--- config.mk ---
export PLATFORM = sky130hd
export DESIGN_NAME = baudot_to_ascii_converter
export DESIGN_NICKNAME = d
export VERILOG_FILES = /design/src/design/converter_pkg.sv /design/src/design/char_buffer.sv /design/src/design/baudot_to_ascii_converter.sv
export VERILOG_INCLUDE_DIRS = /design/src /design/src/design
export SDC_FILE = /design/constraint.sdc
export NUM_CORES = 1
export LEC_CHECK = 0
export ABC_AREA = 0
export BUFFER_PORTS_ARGS = -buffer_cell sky130_fd_sc_hd__buf_2
export CAP_MARGIN = 20
export CORE_MARGIN = 2
export CORE_UTILIZATION = 62
export CTS_CLUSTER_SIZE = 28
export DETAILED_ROUTE_END_ITERATION = 12
export GPL_ROUTABILITY_DRIVEN = 0
export HOLD_SLACK_MARGIN = 0.08
export PLACE_DENSITY_LB_ADDON = 0.3
export SYNTH_ARGS = -nofsm -noshare
export SYNTH_HDL_FRONTEND = slang
export SYNTH_HIERARCHICAL = 1
export SYNTH_SLANG_ARGS = --single-unit
--- constraint.sdc ---
create_clock -name clk -period 7.6 [get_ports clk]
set_clock_uncertainty 0.15 [all_clocks]
set_input_delay 1.52 -clock clk [delete_from_list [all_inputs] [get_ports clk]]
set_output_delay 1.52 -clock clk [all_outputs]
set_load 0.05 [all_outputs]
--- src/design/converter_cfg.svh ---
`ifndef CONVERTER_CFG_SVH
`define CONVERTER_CFG_SVH

// ==========================================
// Character widths
`define BAUDOT_BITS 5
`define ASCII_BITS 8
`define ROM_ADDR_BITS 6

// ==========================================
// Output bit positions (b1 is bit 0)
`define OUT_B5_POS 4
`define OUT_B6_POS 5
`define OUT_B7_POS 6
`define OUT_B8_POS 7

// ==========================================
// Shift control entries in the lookup memory
`define FIGURES_LOCK_OPTION_ENTRY 7'h18
`define LTRS_ENTRY 7'h7F

// ==========================================
// Buffer geometry
`define BUF_DEPTH 2

`endif

--- src/design/converter_pkg.sv ---
package converter_pkg;
    // ==========================================
    // Shift case held between characters
    typedef enum logic {
        CASE_LETTERS,
        CASE_FIGURES
    } shift_case_type;
endpackage

--- src/design/char_buffer.sv ---
`timescale 1ns/1ns
`default_nettype none
`include "converter_cfg.svh"

module char_buffer #(
    parameter int WIDTH = `ASCII_BITS,
    parameter int DEPTH = `BUF_DEPTH
) (
    // Clock and reset
    input wire logic clk,
    input wire logic rst,
    // Fill side
    input wire logic in_valid,
    output logic in_ready,
    input wire logic [WIDTH-1:0] in_data,
    // Drain side
    output logic out_valid,
    input wire logic out_ready,
    output logic [WIDTH-1:0] out_data
);
    localparam int PW = (DEPTH > 1) ? $clog2(DEPTH) : 1;

    logic [WIDTH-1:0] mem_reg [DEPTH];
    logic [PW-1:0] wr_ptr_reg;
    logic [PW-1:0] rd_ptr_reg;
    logic [PW:0] count_reg;
    logic push;
    logic pop;

    // ==========================================
    // Handshake
    // Room while the fill level is below the depth; an empty buffer must accept
    assign in_ready = (count_reg < (PW+1)'(DEPTH));
    assign out_valid = (count_reg != '0);
    assign push = in_valid && in_ready;
    assign pop = out_valid && out_ready;
    assign out_data = mem_reg[rd_ptr_reg];

    // Storage; entries are not reset, only the pointers and the fill level matter
    always_ff @(posedge clk) begin
        if (push) begin
            mem_reg[wr_ptr_reg] <= in_data;
        end
    end

    // Pointers wrap at the depth
    always_ff @(posedge clk or posedge rst) begin
        if (rst) begin
            wr_ptr_reg <= '0;
            rd_ptr_reg <= '0;
        end else begin
            if (push) begin
                wr_ptr_reg <= (wr_ptr_reg == PW'(DEPTH - 1)) ? '0 : wr_ptr_reg + 1'b1;
            end
            if (pop) begin
                rd_ptr_reg <= (rd_ptr_reg == PW'(DEPTH - 1)) ? '0 : rd_ptr_reg + 1'b1;
            end
        end
    end

    // Fill level; simultaneous push and pop leave it unchanged
    always_ff @(posedge clk or posedge rst) begin
        if (rst) begin
            count_reg <= '0;
        end else if (push && !pop) begin
            count_reg <= count_reg + 1'b1;
        end else if (pop && !push) begin
            count_reg <= count_reg - 1'b1;
        end
    end
endmodule
`default_nettype wire

--- src/design/baudot_to_ascii_converter.sv ---
`timescale 1ns/1ns
`default_nettype none
`include "converter_cfg.svh"

// ==========================================
// Baudot to ASCII converter
// The shift case sits beside the five received bits as a sixth address
// line. Both sides of the block work in mark-low sense, so the core
// inverts on the way in and again on the way out.

module baudot_to_ascii_converter #(
    parameter int BUF_DEPTH = `BUF_DEPTH
) (
    // Clock and reset
    input wire logic clk,
    input wire logic rst,
    // Upstream deserializer, bits 1..5 at [4:0] MSB first, mark is low
    input wire logic [`BAUDOT_BITS-1:0] baudot_n,
    input wire logic strobe,
    output logic in_ready,
    // Options
    input wire logic figures_lock_option,
    input wire logic suppress_shift_option,
    input wire logic parity_select_option,
    // Downstream character buffer, b8..b1 at [7:0], mark is low
    output logic transfer,
    input wire logic out_ready,
    output logic [`ASCII_BITS-1:0] ascii_n,
    // Status
    output converter_pkg::shift_case_type shift_case_bit,
    output logic case_address_input
);
    import converter_pkg::*;

    // ==========================================
    // Lookup memory
    // Entry is 7 ASCII bits plus a parity column in the top bit.
    // The case bit is the top address line, so the letters half fills
    // positions 0 to 31 and the figures half positions 32 to 63.
    // Codes with no 8-level meaning read back as null rather than garbage.
    function automatic logic [6:0] rom_char(input logic [5:0] a);
        logic [6:0] c;
        c = 7'h00;
        case (a)
            // Letters half, case address low
            6'h00: c = 7'h00; // Blank gives null
            6'h02: c = 7'h0D;
            6'h03: c = 7'h4F;
            6'h04: c = 7'h20;
            6'h05: c = 7'h48;
            6'h06: c = 7'h4E;
            6'h07: c = 7'h4D;
            6'h08: c = 7'h0A;
            6'h09: c = 7'h4C;
            6'h0A: c = 7'h52;
            6'h0B: c = 7'h47;
            6'h0C: c = 7'h49;
            6'h0D: c = 7'h50;
            6'h0E: c = 7'h43;
            6'h0F: c = 7'h56;
            6'h10: c = 7'h45;
            6'h11: c = 7'h5A;
            6'h12: c = 7'h44;
            6'h13: c = 7'h42;
            6'h14: c = 7'h53;
            6'h15: c = 7'h59;
            6'h16: c = 7'h46;
            6'h17: c = 7'h58;
            6'h18: c = 7'h41;
            6'h19: c = 7'h57;
            6'h1A: c = 7'h4A;
            6'h1C: c = 7'h55;
            6'h1D: c = 7'h51;
            6'h1E: c = 7'h4B;
            6'h01: c = 7'h54;
            // Figures half, case address high
            6'h20: c = 7'h00; // Blank gives null here too
            6'h21: c = 7'h35;
            6'h22: c = 7'h0D;
            6'h23: c = 7'h39;
            6'h24: c = 7'h20;
            6'h25: c = 7'h23;
            6'h26: c = 7'h2C;
            6'h27: c = 7'h2E;
            6'h28: c = 7'h0A;
            6'h29: c = 7'h29;
            6'h2A: c = 7'h34;
            6'h2B: c = 7'h26;
            6'h2C: c = 7'h38;
            6'h2D: c = 7'h30;
            6'h2E: c = 7'h3A;
            6'h2F: c = 7'h3B;
            6'h30: c = 7'h33;
            6'h31: c = 7'h22;
            6'h32: c = 7'h24;
            6'h33: c = 7'h3F;
            6'h34: c = 7'h07;
            6'h35: c = 7'h36;
            6'h36: c = 7'h21;
            6'h37: c = 7'h2F;
            6'h38: c = 7'h2D;
            6'h39: c = 7'h32;
            6'h3A: c = 7'h27;
            6'h3C: c = 7'h37;
            6'h3D: c = 7'h31;
            6'h3E: c = 7'h28;
            // Shift characters repeat in both halves so the decoders always see them
            6'h1B, 6'h3B: c = `FIGURES_LOCK_OPTION_ENTRY;
            6'h1F, 6'h3F: c = `LTRS_ENTRY;
            default: c = 7'h00;
        endcase
        return c;
    endfunction

    // Parity column: odd parity in the letters half, space in the figures half
    // Selecting parity therefore gives a space bit for every figures character.
    function automatic logic [7:0] rom_entry(input logic [5:0] a);
        logic [6:0] c;
        c = rom_char(a);
        return {(a[5] ? 1'b0 : ~^c), c};
    endfunction

    // Built once as a constant table; synthesis folds it into logic.
    // One entry per case and character, so the depth follows the address width.
    localparam int ROM_DEPTH = 1 << `ROM_ADDR_BITS;
    logic [`ASCII_BITS-1:0] rom [ROM_DEPTH];
    for (genvar i = 0; i < ROM_DEPTH; i++) begin : g_rom
        assign rom[i] = rom_entry(6'(i));
    end

    // ==========================================
    // Address and lookup
    // Case state and the lookup path
    shift_case_type case_reg;
    logic [`BAUDOT_BITS-1:0] baudot_true;
    logic [`ROM_ADDR_BITS-1:0] rom_addr;
    logic [`ASCII_BITS-1:0] rom_out;
    logic figures_lock_option_det;
    logic ltrs_det;
    logic push;
    logic [`ASCII_BITS-1:0] out_true;
    logic [`ASCII_BITS-1:0] buf_out;

    // Inputs arrive mark-low; restore true sense before addressing
    assign baudot_true = ~baudot_n;
    // Lock clamps the case input regardless of the stored case
    assign case_address_input = figures_lock_option || (case_reg == CASE_FIGURES);
    // Bit 1 lands on the top character address line
    assign rom_addr = {case_address_input, baudot_true};
    assign rom_out = rom[rom_addr];

    // ==========================================
    // Shift character decoders, gated by the strobe
    // The decoders look at the lookup output, not the raw code, so a
    // reprogrammed table moves the shift characters with it.
    // The strobe gate keeps half-shifted bits from faking a shift code.
    assign figures_lock_option_det = strobe && rom_out[`OUT_B5_POS] && !rom_out[`OUT_B6_POS]
                      && !rom_out[`OUT_B7_POS];
    assign ltrs_det = strobe && rom_out[`OUT_B6_POS] && rom_out[`OUT_B7_POS];

    // Case store; a lock does not disturb it, so unlocking resumes the old case
    // Both decoders cannot fire together, so the order of the branches is free.
    // Reset picks letters, the case a teleprinter also starts in.
    always_ff @(posedge clk or posedge rst) begin
        if (rst) begin
            case_reg <= CASE_LETTERS;
        end else if (figures_lock_option_det) begin
            case_reg <= CASE_FIGURES;
        end else if (ltrs_det) begin
            case_reg <= CASE_LETTERS;
        end
    end
    // Status shows the stored case; a lock shows only on case_address_input
    assign shift_case_bit = case_reg;

    // ==========================================
    // Transfer into the buffer
    // A strobe while in_ready is low loses the character; upstream must wait.
    // The case still follows a dropped shift character, as the decoders
    // do not look at the buffer.
    assign push = strobe && !(suppress_shift_option && (figures_lock_option_det || ltrs_det));
    // Eighth bit: constant mark, or the parity column when selected
    assign out_true = {parity_select_option ? rom_out[`OUT_B8_POS] : 1'b1,
                       rom_out[`OUT_B8_POS-1:0]};

    // Two entries let the far side stall for a word time without loss,
    // while the next character is already converted and waiting.
    char_buffer #(
        .WIDTH(`ASCII_BITS),
        .DEPTH(BUF_DEPTH)
    ) i_char_buffer (
        .clk(clk),
        .rst(rst),
        .in_valid(push),
        .in_ready(in_ready),
        .in_data(out_true),
        .out_valid(transfer),
        .out_ready(out_ready),
        .out_data(buf_out)
    );

    // Output back to mark-low sense
    // The inverter sits after the buffer flops, so no extra cycle is spent.
    assign ascii_n = ~buf_out;
endmodule
`default_nettype wire

==> results by group, run 1 <==
Outcome
  – Status: completed

Synthesis
  – Syn Std Cell Area: 1830 um2
  – Mapped Cells: 185
  – Synth warn: 6
  – Syn nets: 207
  – Cell variety after synth: 49
  – Syn Area/Cell: 9.89 um2
  – Post-synthesis sequential area ratio: between 30% and 40%
  – Flip-flop and latch count after synthesis: 21
  – Post-synth EDFFs: 16
  – Synth async-reset ratio: between 20% and 30%
  – Main synth FF type: edfxtp_1

Power and ir drop
  – Pwr Total: 0.000528 W
  – Peak VDD IR: 0.244 mV
  – Pwr dens: approximately 280 nW/um2
  – Pleak: 0.770 nW

STA
  – Fin crit share: 54.2%
  – Final Hold Vio Count: 0
  – Setup_tns: 0 ns
  – Max-slew violations: 0
  – Rel. slew slack: 54.1%
  – Min Clock Period, post-route: 4.12 ns
  – Hold Slack: 0.357 ns
  – Fmax: ~240 MHz
  – # setup viols final: 0
  – Worst Max-Slew Pin Slew: 0.687 ns
  – RSZ-0062 raised after global routing: no

Drt
  – Starting DRC count in detailed routing: 27
  – Via-to-Cell Ratio: 6.13
  – Pre-antenna DRT Iters: 4
  – Post-route DRC: 0
  – Routed vias: 1404
  – WL final: roughly 3500 um
  – WL/cell: 15.1 um
  – Number of routed nets with antenna violations: 0

Floorplan
  – Core footprint: 2780 um2
  – Die area: 3400 um2
  – IO Count: 24
  – Die H: between 50 and 60 um
  – Rows: 19
  – Initial Util: 65.8%
  – Die Span X: 58.3 um

Worst setup path
  – Critical R2R Capture: i_char_buffer/mem_reg[0][2]$_DFFE_PP_
  – CP max FO: 10
  – R2r setup slk: approximately 4.8 ns
  – RR Startpoint: shift_case_bit$_DFFE_PP0N_
  – Worst Path Required: 7.38 ns
  – R2R depth: 7
  – Nature of the critical path startpoint: primary input
  – Critical Path End Type: flip-flop
  – Crit path arrival time: 3.90 ns
  – Crit Path Class: in -> reg

Clocking
  – Clk_lat worst skew: 0.28 ns
  – Inserted Clock Buffers: 3
  – Num Clock Sinks: 21
  – H-tree depth: 1
  – Clock Path Buffers: 2
  – Worst-path clk slew: 0.10 ns
  – Postcts setup bufs: 0
  – Post-CTS Hold Buffers: 0
  – Clock root cell: clkbuf_4
  – TritonCTS clock tree: built
  – Post-CTS Resized: 0

GRT
  – Largest net degree at the start of global routing: 37
  – Initial antenna violation count: 0
  – GRT Total Usage: between 20% and 30%
  – Global route overflow: 0
  – Number of global-route vias before repair: 1242
  – First-pass GRT wire length: approximately 5900 um

Hold path
  – Min-delay src: i_char_buffer/wr_ptr_reg$_DFFE_PP0P_
  – Hold path cells: 1
  – Hold Path Class: reg -> reg
  – Hold endpoint: i_char_buffer/wr_ptr_reg$_DFFE_PP0P_

Cells and area
  – FILL cells: 219
  – Commonest non-fill, non-tap cell in the layout: buf_2
  – Commonest non-fill, non-tap cells in the layout: 23 x buf_2, 17 x inv_1, 16 x o21ai_0, 16 x edfxtp_1, 11 x mux2_2
  – Share of layout cells above drive strength 1: between 20 and 30%
  – Area taken by multi-input logic gates: 1030 um2
  – P&R area growth vs syn: 3.08%
  – Nets: 221
  – Largest register FFs: 16
  – Ant. Diodes: 0
  – Sequential Area: about 610 um2

Placed design
  – HPWL Detailed: roughly 2600 um
  – Port Buffers: 23

Run
  – Max Cap Viol: 0
==> cell usage after synthesis, types with 2 or more instances <==
cell type | n | area share, %
a21boi_0 | 2 | 0.82
a21oi_1 | 8 | 2.2
o31ai_1 | 3 | 1.2
buf_2 | 4 | 1.1
nand3_1 | 4 | 1.1
ha_1 | 10 | 6.8
mux4_2 | 4 | 4.9
and2_1 | 2 | 0.68
a31oi_1 | 3 | 1.0
xnor2_1 | 4 | 1.9
xor2_1 | 3 | 1.4
edfxtp_1 | 16 | 26
nor2b_1 | 3 | 1.0
o211ai_1 | 6 | 2.5
mux2_2 | 11 | 6.8
inv_1 | 17 | 3.5
dfrtp_1 | 5 | 6.8
nand2b_1 | 4 | 1.4
nor2_1 | 9 | 1.8
inv_2 | 3 | 0.62
o21a_1 | 2 | 0.82
o21ai_0 | 16 | 4.4
a211oi_1 | 7 | 2.9
buf_6 | 5 | 3.1
nand2_1 | 8 | 1.6
buf_4 | 3 | 1.2
==> power by group <==
group          switching [W]  internal, W  leakage [nW]
sequential         0.0000234     0.000163         0.203
combinational       0.000193    0.0000992         0.552
clock              0.0000284    0.0000204        0.0150
==> cell families (layout without fill, tap and decap cells) <==
family                     count (synthesis)  after routing  share of synthesized area [%]
DFF                                       21             21                           33.1
xor gates and xnor gates                   7              7                           3.35
muxes                                     16             16                           12.2
buffers and inverters                     34             47                           10.9
adders and majority gates                 10             10                           6.84
AOI/OAI and AO/OA                         57             57                           21.2
and+or+nand+nor                           40             40                           12.4
==> how the worst max path moves through the flow <==
| stage | endpoint | startpoint | depth (start not counted) | slack, ns |
|---|---|---|---|---|
| finish | i_char_buffer/mem_reg[0][2]$_DFFE_PP_ | baudot_n[0] | 9 | 3.48 |
| global route | i_char_buffer/mem_reg[0][2]$_DFFE_PP_ | baudot_n[1] | 9 | 3.13 |
| CTS | i_char_buffer/mem_reg[0][2]$_DFFE_PP_ | baudot_n[0] | 9 | 3.50 |
| detailed placement | i_char_buffer/mem_reg[0][3]$_DFFE_PP_ | baudot_n[0] | 9 | 3.19 |
| global placement | i_char_buffer/mem_reg[0][2]$_DFFE_PP_ | baudot_n[0] | 9 | 3.35 |
| floorplan | i_char_buffer/mem_reg[0][0]$_DFFE_PP_ | baudot_n[1] | 9 | 3.70 |
==> cell type report <==
class                           count  area share, %
Sequential cell                    21           32.1
Multi-Input combinational cell    130           54.4
Clock buffer                        4           1.39
Tap cell                           31           2.06
Inverter                           20           3.98
Timing Repair Buffer               23           6.10
==> routing by layer <==
layer	track usage [%]	wire [um]	up-vias
met5	0	0	-
met4	12.0	114	0
met3	1.76	154	10
met2	36.3	1690	45
met1	29.7	1500	644
li1	-	-	705
==> through the flow <==
stage	cell area (um2)	util, %	setup slack (ns)	std cells
after floorplan	1830	-	3.70	185
after global placement	1860	66.9	3.35	225
after detailed placement	1860	66.9	3.19	225
after CTS	1890	67.8	3.50	229
after global routing	1890	67.8	3.13	229
final	1890	67.8	3.48	229
==> critical path: stages <==
cell	delay [ns]
buf_2	0.16
inv_1	0.21
ha_1	0.33
nor4b_1	0.41
a31oi_1	0.09
o31a_2	0.17
a41oi_1	0.21
and2b_1	0.22
nor2b_1	0.59
(Power assumes the default switching activity.)
==> run 2: changes to the inputs <==
--- a/config.mk
+++ b/config.mk
@@ -6,11 +6,11 @@
 export SDC_FILE = /design/constraint.sdc
 export NUM_CORES = 1
 export LEC_CHECK = 0
-export ABC_AREA = 0
+export ABC_AREA = 1
 export BUFFER_PORTS_ARGS = -buffer_cell sky130_fd_sc_hd__buf_2
 export CAP_MARGIN = 20
 export CORE_MARGIN = 2
-export CORE_UTILIZATION = 62
+export CORE_UTILIZATION = 58
 export CTS_CLUSTER_SIZE = 28
 export DETAILED_ROUTE_END_ITERATION = 12
 export GPL_ROUTABILITY_DRIVEN = 0
==> constraint.sdc (replaced) <==
create_clock -name clk -period 4.2 [get_ports clk]
set_clock_uncertainty 0.15 [all_clocks]
set_input_delay 0.84 -clock clk [delete_from_list [all_inputs] [get_ports clk]]
set_output_delay 0.84 -clock clk [all_outputs]
set_load 0.05 [all_outputs]
==> results by group, run 2 <==
STA
  – Hold Slack: 0.213 ns (was 0.357 ns)
  – Rel. slew slack: 55.6% (was 54.1%)
  – Worst Max-Slew Pin Slew: 0.664 ns (was 0.687 ns)
  – Fin crit share: 76.9%
  – Setup_tns: 0 ns (unchanged)
  – # setup viols final: 0 (unchanged)
  – RSZ-0062 raised after global routing: no (unchanged)
  – Max-slew violations: 0 (unchanged)
  – Min Clock Period, post-route: between 3 and 4 ns
  – Fmax: a little over 300 MHz
  – Final Hold Vio Count: 0 (unchanged)

Cells and area
  – Ant. Diodes: 0 (unchanged)
  – Commonest non-fill, non-tap cells in the layout: 59 x nand2_1, 32 x inv_1, 23 x buf_2 (was 23 x buf_2, 17 x inv_1, 16 x o21ai_0, 16 x edfxtp_1, 11 x mux2_2)
  – Non-Filler Instances: 289 (was 229)
  – P&R area growth vs syn: 6.66% (was 3.08%)
  – Share of layout cells above drive strength 1: 24.9% (was 25.3%)
  – Cell area after layout: 1940 um2 (was 1890 um2)
  – Commonest non-fill, non-tap cell in the layout: nand2_1 (was buf_2)
  – Largest register FFs: 16 (unchanged)
  – Nets: 268 (was 221)

Clocking
  – Worst-path clk slew: 0.12 ns (was 0.10 ns)
  – Inserted Clock Buffers: 3 (unchanged)
  – Clk_lat worst skew: 0.29 ns (was 0.28 ns)
  – Clock Path Buffers: 2 (unchanged)
  – Num Clock Sinks: 21 (unchanged)
  – Post-CTS Resized: 0 (unchanged)
  – H-tree depth: 1 (unchanged)
  – Post-CTS Hold Buffers: 0 (unchanged)
  – TritonCTS clock tree: built (unchanged)
  – Postcts setup bufs: 0 (unchanged)
  – Clock root cell: clkbuf_4 (unchanged)

Drt
  – WL final: 3780 um (was 3460 um)
  – Via-to-Cell Ratio: 5.47 (was 6.13)
  – Pre-antenna DRT Iters: 6 (was 4)
  – WL/cell: 13.1 um (was 15.1 um)
  – Routed vias: 1580 (was 1404)
  – Starting DRC count in detailed routing: 112 (was 27)
  – Number of routed nets with antenna violations: 0 (unchanged)
  – Post-route DRC: 0 (unchanged)

Synthesis
  – Post-synth top area share: 26.4% (was 26.2%)
  – Syn Std Cell Area: 1820 um2 (was 1830 um2)
  – Area contributors post-synth: edfxtp_1 26%, nand2_1 12%, dfrtp_1 6.9%, ha_1 6.9%, inv_1 6.6% (was edfxtp_1 26%, dfrtp_1 6.8%, ha_1 6.8%, mux2_2 6.8%, mux4_2 4.9%)
  – Synth area leader: edfxtp_1 (unchanged)
  – Most common cell in the synthesized netlist: nand2_1 (was inv_1)
  – Synth async-reset ratio: 23.8% (unchanged)
  – Cell variety after synth: 38 (was 49)
  – Post-synthesis sequential area ratio: 33.2% (was 33.1%)
  – Main synth FF type: edfxtp_1 (unchanged)
  – Post-synth EDFFs: 16 (unchanged)
  – Syn Area/Cell: 8.13 um2 (was 9.89 um2)
  – Synth warn: 6 (unchanged)
  – Flip-flop and latch count after synthesis: 21 (unchanged)
  – Syn nets: 246 (was 207)
  – Mapped Cells: 224 (was 185)
  – Top cells by count, synth: 59 x nand2_1, 32 x inv_1, 16 x edfxtp_1 (was 17 x inv_1, 16 x edfxtp_1, 16 x o21ai_0)

GRT
  – Initial antenna violation count: 0 (unchanged)
  – GRT Total Usage: 22.1% (was 22.3%)
  – Number of global-route vias before repair: 1344 (was 1242)
  – Global route overflow: 0 (unchanged)
  – First-pass GRT wire length: 6110 um (was 5860 um)
  – Largest net degree at the start of global routing: 22 (was 37)

Placed design
  – DP Area: 1920 um2 (was 1860 um2)
  – Port Buffers: 23 (unchanged)
  – HPWL Detailed: 2970 um (was 2630 um)
  – Placed cells: 285 (was 225)

Worst setup path
  – RR Startpoint: shift_case_bit$_DFFE_PP0N_ (unchanged)
  – Critical Path End Type: flip-flop (unchanged)
  – Critical Path Max Stage Delay: 0.54 ns (was 0.59 ns)
  – Cell family contributing the most delay on the critical path: simple AND/OR/NAND/NOR gates (unchanged)
  – Buf/Inv on CP: 2 (unchanged)
  – CP Cell Sequence: buf_2 > inv_1 > ha_1 > nand2_2 > nand3_1 > nand2_1 > nand2_1 > nand2_1 > nand2_1 > nor2_1 > nand2_2 > nand2_2 > a21oi_2 > nand2_1 > nor2_1 (was buf_2 > inv_1 > ha_1 > nor4b_1 > a31oi_1 > o31a_2 > a41oi_1 > and2b_1 > nor2b_1)
  – Slowest-stage cell, CP: nor2_1 (was nor2b_1)
  – Worst Path Required: 3.98 ns (was 7.38 ns)
  – Crit Path Class: in -> reg (unchanged)
  – Nature of the critical path startpoint: primary input (unchanged)
  – Crit path from: baudot_n[0] (unchanged)
  – CP max FO: 10 (unchanged)
  – Crit path arrival time: 3.01 ns (was 3.90 ns)
  – Most used cell along the critical path: nand2_1

Floorplan
  – Die Span X: 60.0 um (was 58.3 um)
  – Rows: 20 (was 19)
  – Die H: 60.0 um (was 58.3 um)
  – IO Count: 24 (unchanged)
  – Die area: 3610 um2 (was 3400 um2)
  – Core footprint: 3030 um2 (was 2780 um2)
  – Initial Util: 60.2% (was 65.8%)

Power and ir drop
  – Pleak: 0.961 nW (was 0.770 nW)
  – Pwr Total: 0.00102 W (was 0.000528 W)
  – Peak VDD IR: 0.227 mV (was 0.244 mV)
  – Pwr dens: 524 nW/um2 (was 280 nW/um2)

Outcome
  – Status: completed (unchanged)

Hold path
  – Hold Path Class: in -> async (was reg -> reg)

Run
  – Max Cap Viol: 0 (unchanged)
run 2: changes by cell type after synthesis, moves of 8 or more:
cell,delta
inv_1,+15
mux2_2,-11
mux2_4,+8
nand2_1,+51
nand2_2,+9
nand3_1,+9
o21ai_0,-13
run 2: power breakdown:
group	switching, W	internal [W]
clock network	0.0000562	0.0000369
logic	0.000390	0.000186
registers	0.0000473	0.000302
total	0.000494	0.000525
run 2: cells by family (layout without fill, tap and decap cells):
family / after synthesis / in the layout / share of synthesized area (%)
buf+inv: 43 / 64 / 12.0
flops: 21 / 21 / 33.2
compound gates: 30 / 30 / 11.6
simple gates: 110 / 110 / 28.7
mux: 8 / 8 / 6.59
xor+xnor: 2 / 2 / 0.962
fa+ha+maj: 10 / 10 / 6.87
run 2: worst paths after layout:
path | end | cells past startpoint | slack (ns)
max in group asynchronous | i_char_buffer/wr_ptr_reg$_DFFE_PP0P_ | 2 | 3.46
max reg2reg | i_char_buffer/mem_reg[1][2]$_DFFE_PP_ | 11 | 1.70
min in group clk | i_char_buffer/count_reg[1]$_DFFE_PP0P_ | 2 | 0.34
min reg2reg | i_char_buffer/count_reg[1]$_DFFE_PP0P_ | 2 | 0.34
min | shift_case_bit$_DFFE_PP0N_ | 2 | 0.21
max | i_char_buffer/mem_reg[1][2]$_DFFE_PP_ | 15 | 0.97
run 2: metal layers:
| layer | part of all wire, % | vias to the layer above | GRT usage, % |
|---|---|---|---|
| met5 | 0 | - | 0 |
| met4 | 0.66 | 0 | 3.49 |
| met3 | 8.6 | 2 | 3.25 |
| met2 | 46 | 97 | 35.9 |
| met1 | 44 | 691 | 31.7 |
| li1 | - | 790 | - |
run 2: metrics by stage:
step | worst slack, ns | util, %
finish | 0.970 | 64.2
global route | 0.809 | 64.2
CTS | 0.981 | 64.2
detailed placement | 0.676 | 63.3
global placement | 0.736 | 63.3
floorplan | 1.24 | -
run 2: area by class of cell:
class / count / area (um2)
inverter: 37 / 144
clock buffer: 4 / 26.3
sequential: 21 / 606
tap: 44 / 55.1
multi-input combinational: 160 / 997
timing repair buffer: 23 / 115
fill: 264 / 1080
==> run 3: changes to the inputs <==
--- a/config.mk
+++ b/config.mk
@@ -6,7 +6,7 @@
 export SDC_FILE = /design/constraint.sdc
 export NUM_CORES = 1
 export LEC_CHECK = 0
-export ABC_AREA = 1
+export ABC_AREA = 0
 export BUFFER_PORTS_ARGS = -buffer_cell sky130_fd_sc_hd__buf_2
 export CAP_MARGIN = 20
 export CORE_MARGIN = 2
==> constraint.sdc (replaced) <==
create_clock -name clk -period 3 [get_ports clk]
set_clock_uncertainty 0.15 [all_clocks]
set_input_delay 0.6 -clock clk [delete_from_list [all_inputs] [get_ports clk]]
set_output_delay 0.6 -clock clk [all_outputs]
set_load 0.05 [all_outputs]
==> results by group, run 3 (same netlist as run 1, synthesis figures left out) <==
Drt
  – Starting DRC count in detailed routing: 73 (was 112)
  – WL final: 3880 um (was 3780 um)
  – Pre-antenna DRT Iters: 5 (was 6)
  – WL/cell: 14.7 um (was 13.1 um)
  – Via-to-Cell Ratio: 5.70 (was 5.47)
  – Number of routed nets with antenna violations: 0 (unchanged)
  – Post-route DRC: 0 (unchanged)
  – Routed vias: 1500 (was 1580)

STA
  – Fmax: around 370 MHz
  – Max-slew violations: 0 (unchanged)
  – Fin crit share: about nine tenths
  – RSZ-0062 raised after global routing: no (unchanged)
  – Min Clock Period, post-route: 2.69 ns
  – Rel. slew slack: 75.7% (was 55.6%)
  – PnR worst setup slack: 0.306 ns (was 0.970 ns)
  – Final Hold Vio Count: 0 (unchanged)
  – Hold Slack: 0.362 ns (was 0.213 ns)
  – # setup viols final: 0 (unchanged)
  – Worst Max-Slew Pin Slew: 0.359 ns (was 0.664 ns)

Worst setup path
  – Slowest-stage cell, CP: ha_1 (was nor2_1)
  – Most used cell along the critical path: ha_1 (was nand2_1)
  – CP Cell Sequence: buf_2 > buf_4 > ha_1 > mux2_2 > o2111ai_1 > nand2_1 > a2bb2oi_2 > a41oi_1 > and2b_1 > ha_1 > nor2_1 > xnor2_1 (was buf_2 > inv_1 > ha_1 > nand2_2 > nand3_1 > nand2_1 > nand2_1 > nand2_1 > nand2_1 > nor2_1 > nand2_2 > nand2_2 > a21oi_2 > nand2_1 > nor2_1)
  – Critical Path Max Stage Delay: 0.34 ns (was 0.54 ns)
  – Crit path arrival time: 2.77 ns (was 3.01 ns)
  – Nature of the critical path startpoint: primary input (unchanged)
  – Worst Path Required: 3.08 ns (was 3.98 ns)
  – Crit Path Class: in -> reg (unchanged)
  – Critical Path End Type: flip-flop (unchanged)
  – CP max FO: 8 (was 10)

GRT
  – Largest net degree at the start of global routing: 27 (was 22)
  – Initial antenna violation count: 0 (unchanged)
  – Number of global-route vias before repair: 1423 (was 1344)
  – First-pass GRT wire length: 6350 um (was 6110 um)
  – GRT Total Usage: 23.6% (was 22.1%)
  – Global route overflow: 0 (unchanged)

Cells and area
  – Non-Filler Instances: 263 (was 289)
  – Ant. Diodes: 0 (unchanged)
  – Nets: 242 (was 268)
  – Cell area after layout: 2080 um2 (was 1940 um2)
  – P&R area growth vs syn: 13.4% (was 6.66%)
  – Share of layout cells above drive strength 1: 32.0% (was 24.9%)
  – Post-layout util: 68.6% (was 64.2%)
  – Largest register FFs: 16 (unchanged)
  – Commonest non-fill, non-tap cells in the layout: 23 x buf_2, 19 x buf_4, 17 x inv_1 (was 59 x nand2_1, 32 x inv_1, 23 x buf_2)
  – Commonest non-fill, non-tap cell in the layout: buf_2 (was nand2_1)

Floorplan
  – Core footprint: 3030 um2 (unchanged)
  – Rows: 20 (unchanged)
  – Initial Util: 60.5% (was 60.2%)
  – Die Span X: 60.2 um (was 60.0 um)
  – Die area: 3620 um2 (was 3610 um2)
  – Die H: 60.2 um (was 60.0 um)
  – IO Count: 24 (unchanged)

Run
  – Max Cap Viol: 0 (unchanged)

Clocking
  – H-tree depth: 1 (unchanged)
  – Clock Path Buffers: 2 (unchanged)
  – Clk_lat worst skew: 0.30 ns (was 0.29 ns)
  – Postcts setup bufs: 0 (unchanged)
  – Inserted Clock Buffers: 3 (unchanged)
  – Worst-path clk slew: 0.11 ns (was 0.12 ns)
  – TritonCTS clock tree: built (unchanged)
  – Num Clock Sinks: 21 (unchanged)
  – Post-CTS Resized: 0 (unchanged)
  – Clock root cell: clkbuf_4 (unchanged)

Power and ir drop
  – Pleak: 0.877 nW (was 0.961 nW)
  – Clock share of power: 9.3% (was 9.1%)
  – Net Sw Frac: 45.7% (was 48.5%)
  – Internal power: 0.000764 W (was 0.000525 W)
  – Peak VDD IR: 0.336 mV (was 0.227 mV)
  – Sequential share of power: 33.7% (was 34.3%)
  – Comb pwr share: 56.9% (was 56.6%)
  – Net Sw Power: 0.000644 W (was 0.000494 W)
  – Pwr dens: 678 nW/um2 (was 524 nW/um2)

Placed design
  – DP Area: 2040 um2 (was 1920 um2)
  – HPWL Detailed: 3010 um (was 2970 um)
  – Post-Place Worst Slack: -0.00951 ns (was 0.676 ns)
  – Placed cells: 258 (was 285)
  – Port Buffers: 23 (unchanged)

Hold path
  – Hold Path Class: reg -> reg (was in -> async)

Outcome
  – Status: completed (unchanged)
run 3: changes by cell type in the layout (fill, tap and decap cells not counted), moves of 5 or more:
| cell | previous run | this run |
|---|---|---|
| mux2_2 | 0 | 11 |
| mux2_4 | 8 | 0 |
| nand2_1 | 59 | 8 |
| inv_1 | 32 | 17 |
| nand2_2 | 9 | 0 |
| a211oi_1 | 1 | 7 |
| nand3_2 | 5 | 0 |
| nand3_1 | 13 | 4 |
| buf_4 | 0 | 19 |
| nor2_1 | 15 | 9 |
| o21ai_0 | 3 | 16 |
run 3: worst max-delay path, delay by kind of cell:
family	cells	cell delay [ns]
muxes	1	0.27
xor gates and xnor gates	1	0.13
buffers and inverters	2	0.27
AOI/OAI and AO/OA	3	0.47
adders and majority gates	2	0.57
and+or+nand+nor	3	0.45
run 3: through the flow:
step | power, W | setup TNS (ns)
2_1_floorplan | 0.00109 | 0
3_3_place_gp | 0.00125 | 0
3_5_place_dp | 0.00129 | -0.00951
4_1_cts | 0.00142 | 0
5_1_grt | 0.00149 | 0
6_report | 0.00141 | 0
run 3: worst paths after layout:
| path | from | endpoint | slack, ns | depth (start not counted) |
|---|---|---|---|---|
| min in group asynchronous | rst | shift_case_bit$_DFFE_PP0N_ | 0.55 | 3 |
| worst min register to register | i_char_buffer/count_reg[0]$_DFFE_PP0P_ | i_char_buffer/count_reg[0]$_DFFE_PP0P_ | 0.36 | 1 |
| worst max register to register | shift_case_bit$_DFFE_PP0N_ | i_char_buffer/count_reg[1]$_DFFE_PP0P_ | 0.61 | 9 |
| worst min-delay path | i_char_buffer/count_reg[0]$_DFFE_PP0P_ | i_char_buffer/count_reg[0]$_DFFE_PP0P_ | 0.36 | 1 |
| worst max-delay path | baudot_n[0] | i_char_buffer/count_reg[1]$_DFFE_PP0P_ | 0.31 | 12 |
| max in group asynchronous | rst | i_char_buffer/wr_ptr_reg$_DFFE_PP0P_ | 1.94 | 3 |
run 3: layout make-up:
class / count / area, um2
timing repair buffer: 44 / 288
multi-input combinational: 130 / 1030
fill: 252 / 952
inverter: 20 / 75.1
tap: 44 / 55.1
sequential: 21 / 606
clock buffer: 4 / 26.3
run 3: layer usage:
metal  vias to the layer above  global-route usage, %  share of wire, %
met5                         -                      0                 0
met4                         0                   12.1               3.3
met3                        11                   1.95               4.9
met2                        57                   43.2                51
met1                       693                   27.2                41
li1                        739                      -                 -
run 3: power by group through the flow:
| stage | combinational [W] | sequential (W) | clock, W |
|---|---|---|---|
| 6_report | 0.000802 | 0.000475 | 0.000132 |
| 5_1_grt | 0.000859 | 0.000486 | 0.000146 |
| 4_1_cts | 0.000805 | 0.000476 | 0.000134 |
| 3_5_place_dp | 0.000802 | 0.000484 | 0 |
| 3_3_place_gp | 0.000778 | 0.000476 | 0 |
| 2_1_floorplan | 0.000621 | 0.000473 | 0 |
run 3: timing repair:
action	4_1_cts	5_1_grt
hold endpoints to repair	5	0
setup endpoints to repair	0	0
hold buffers	1	0
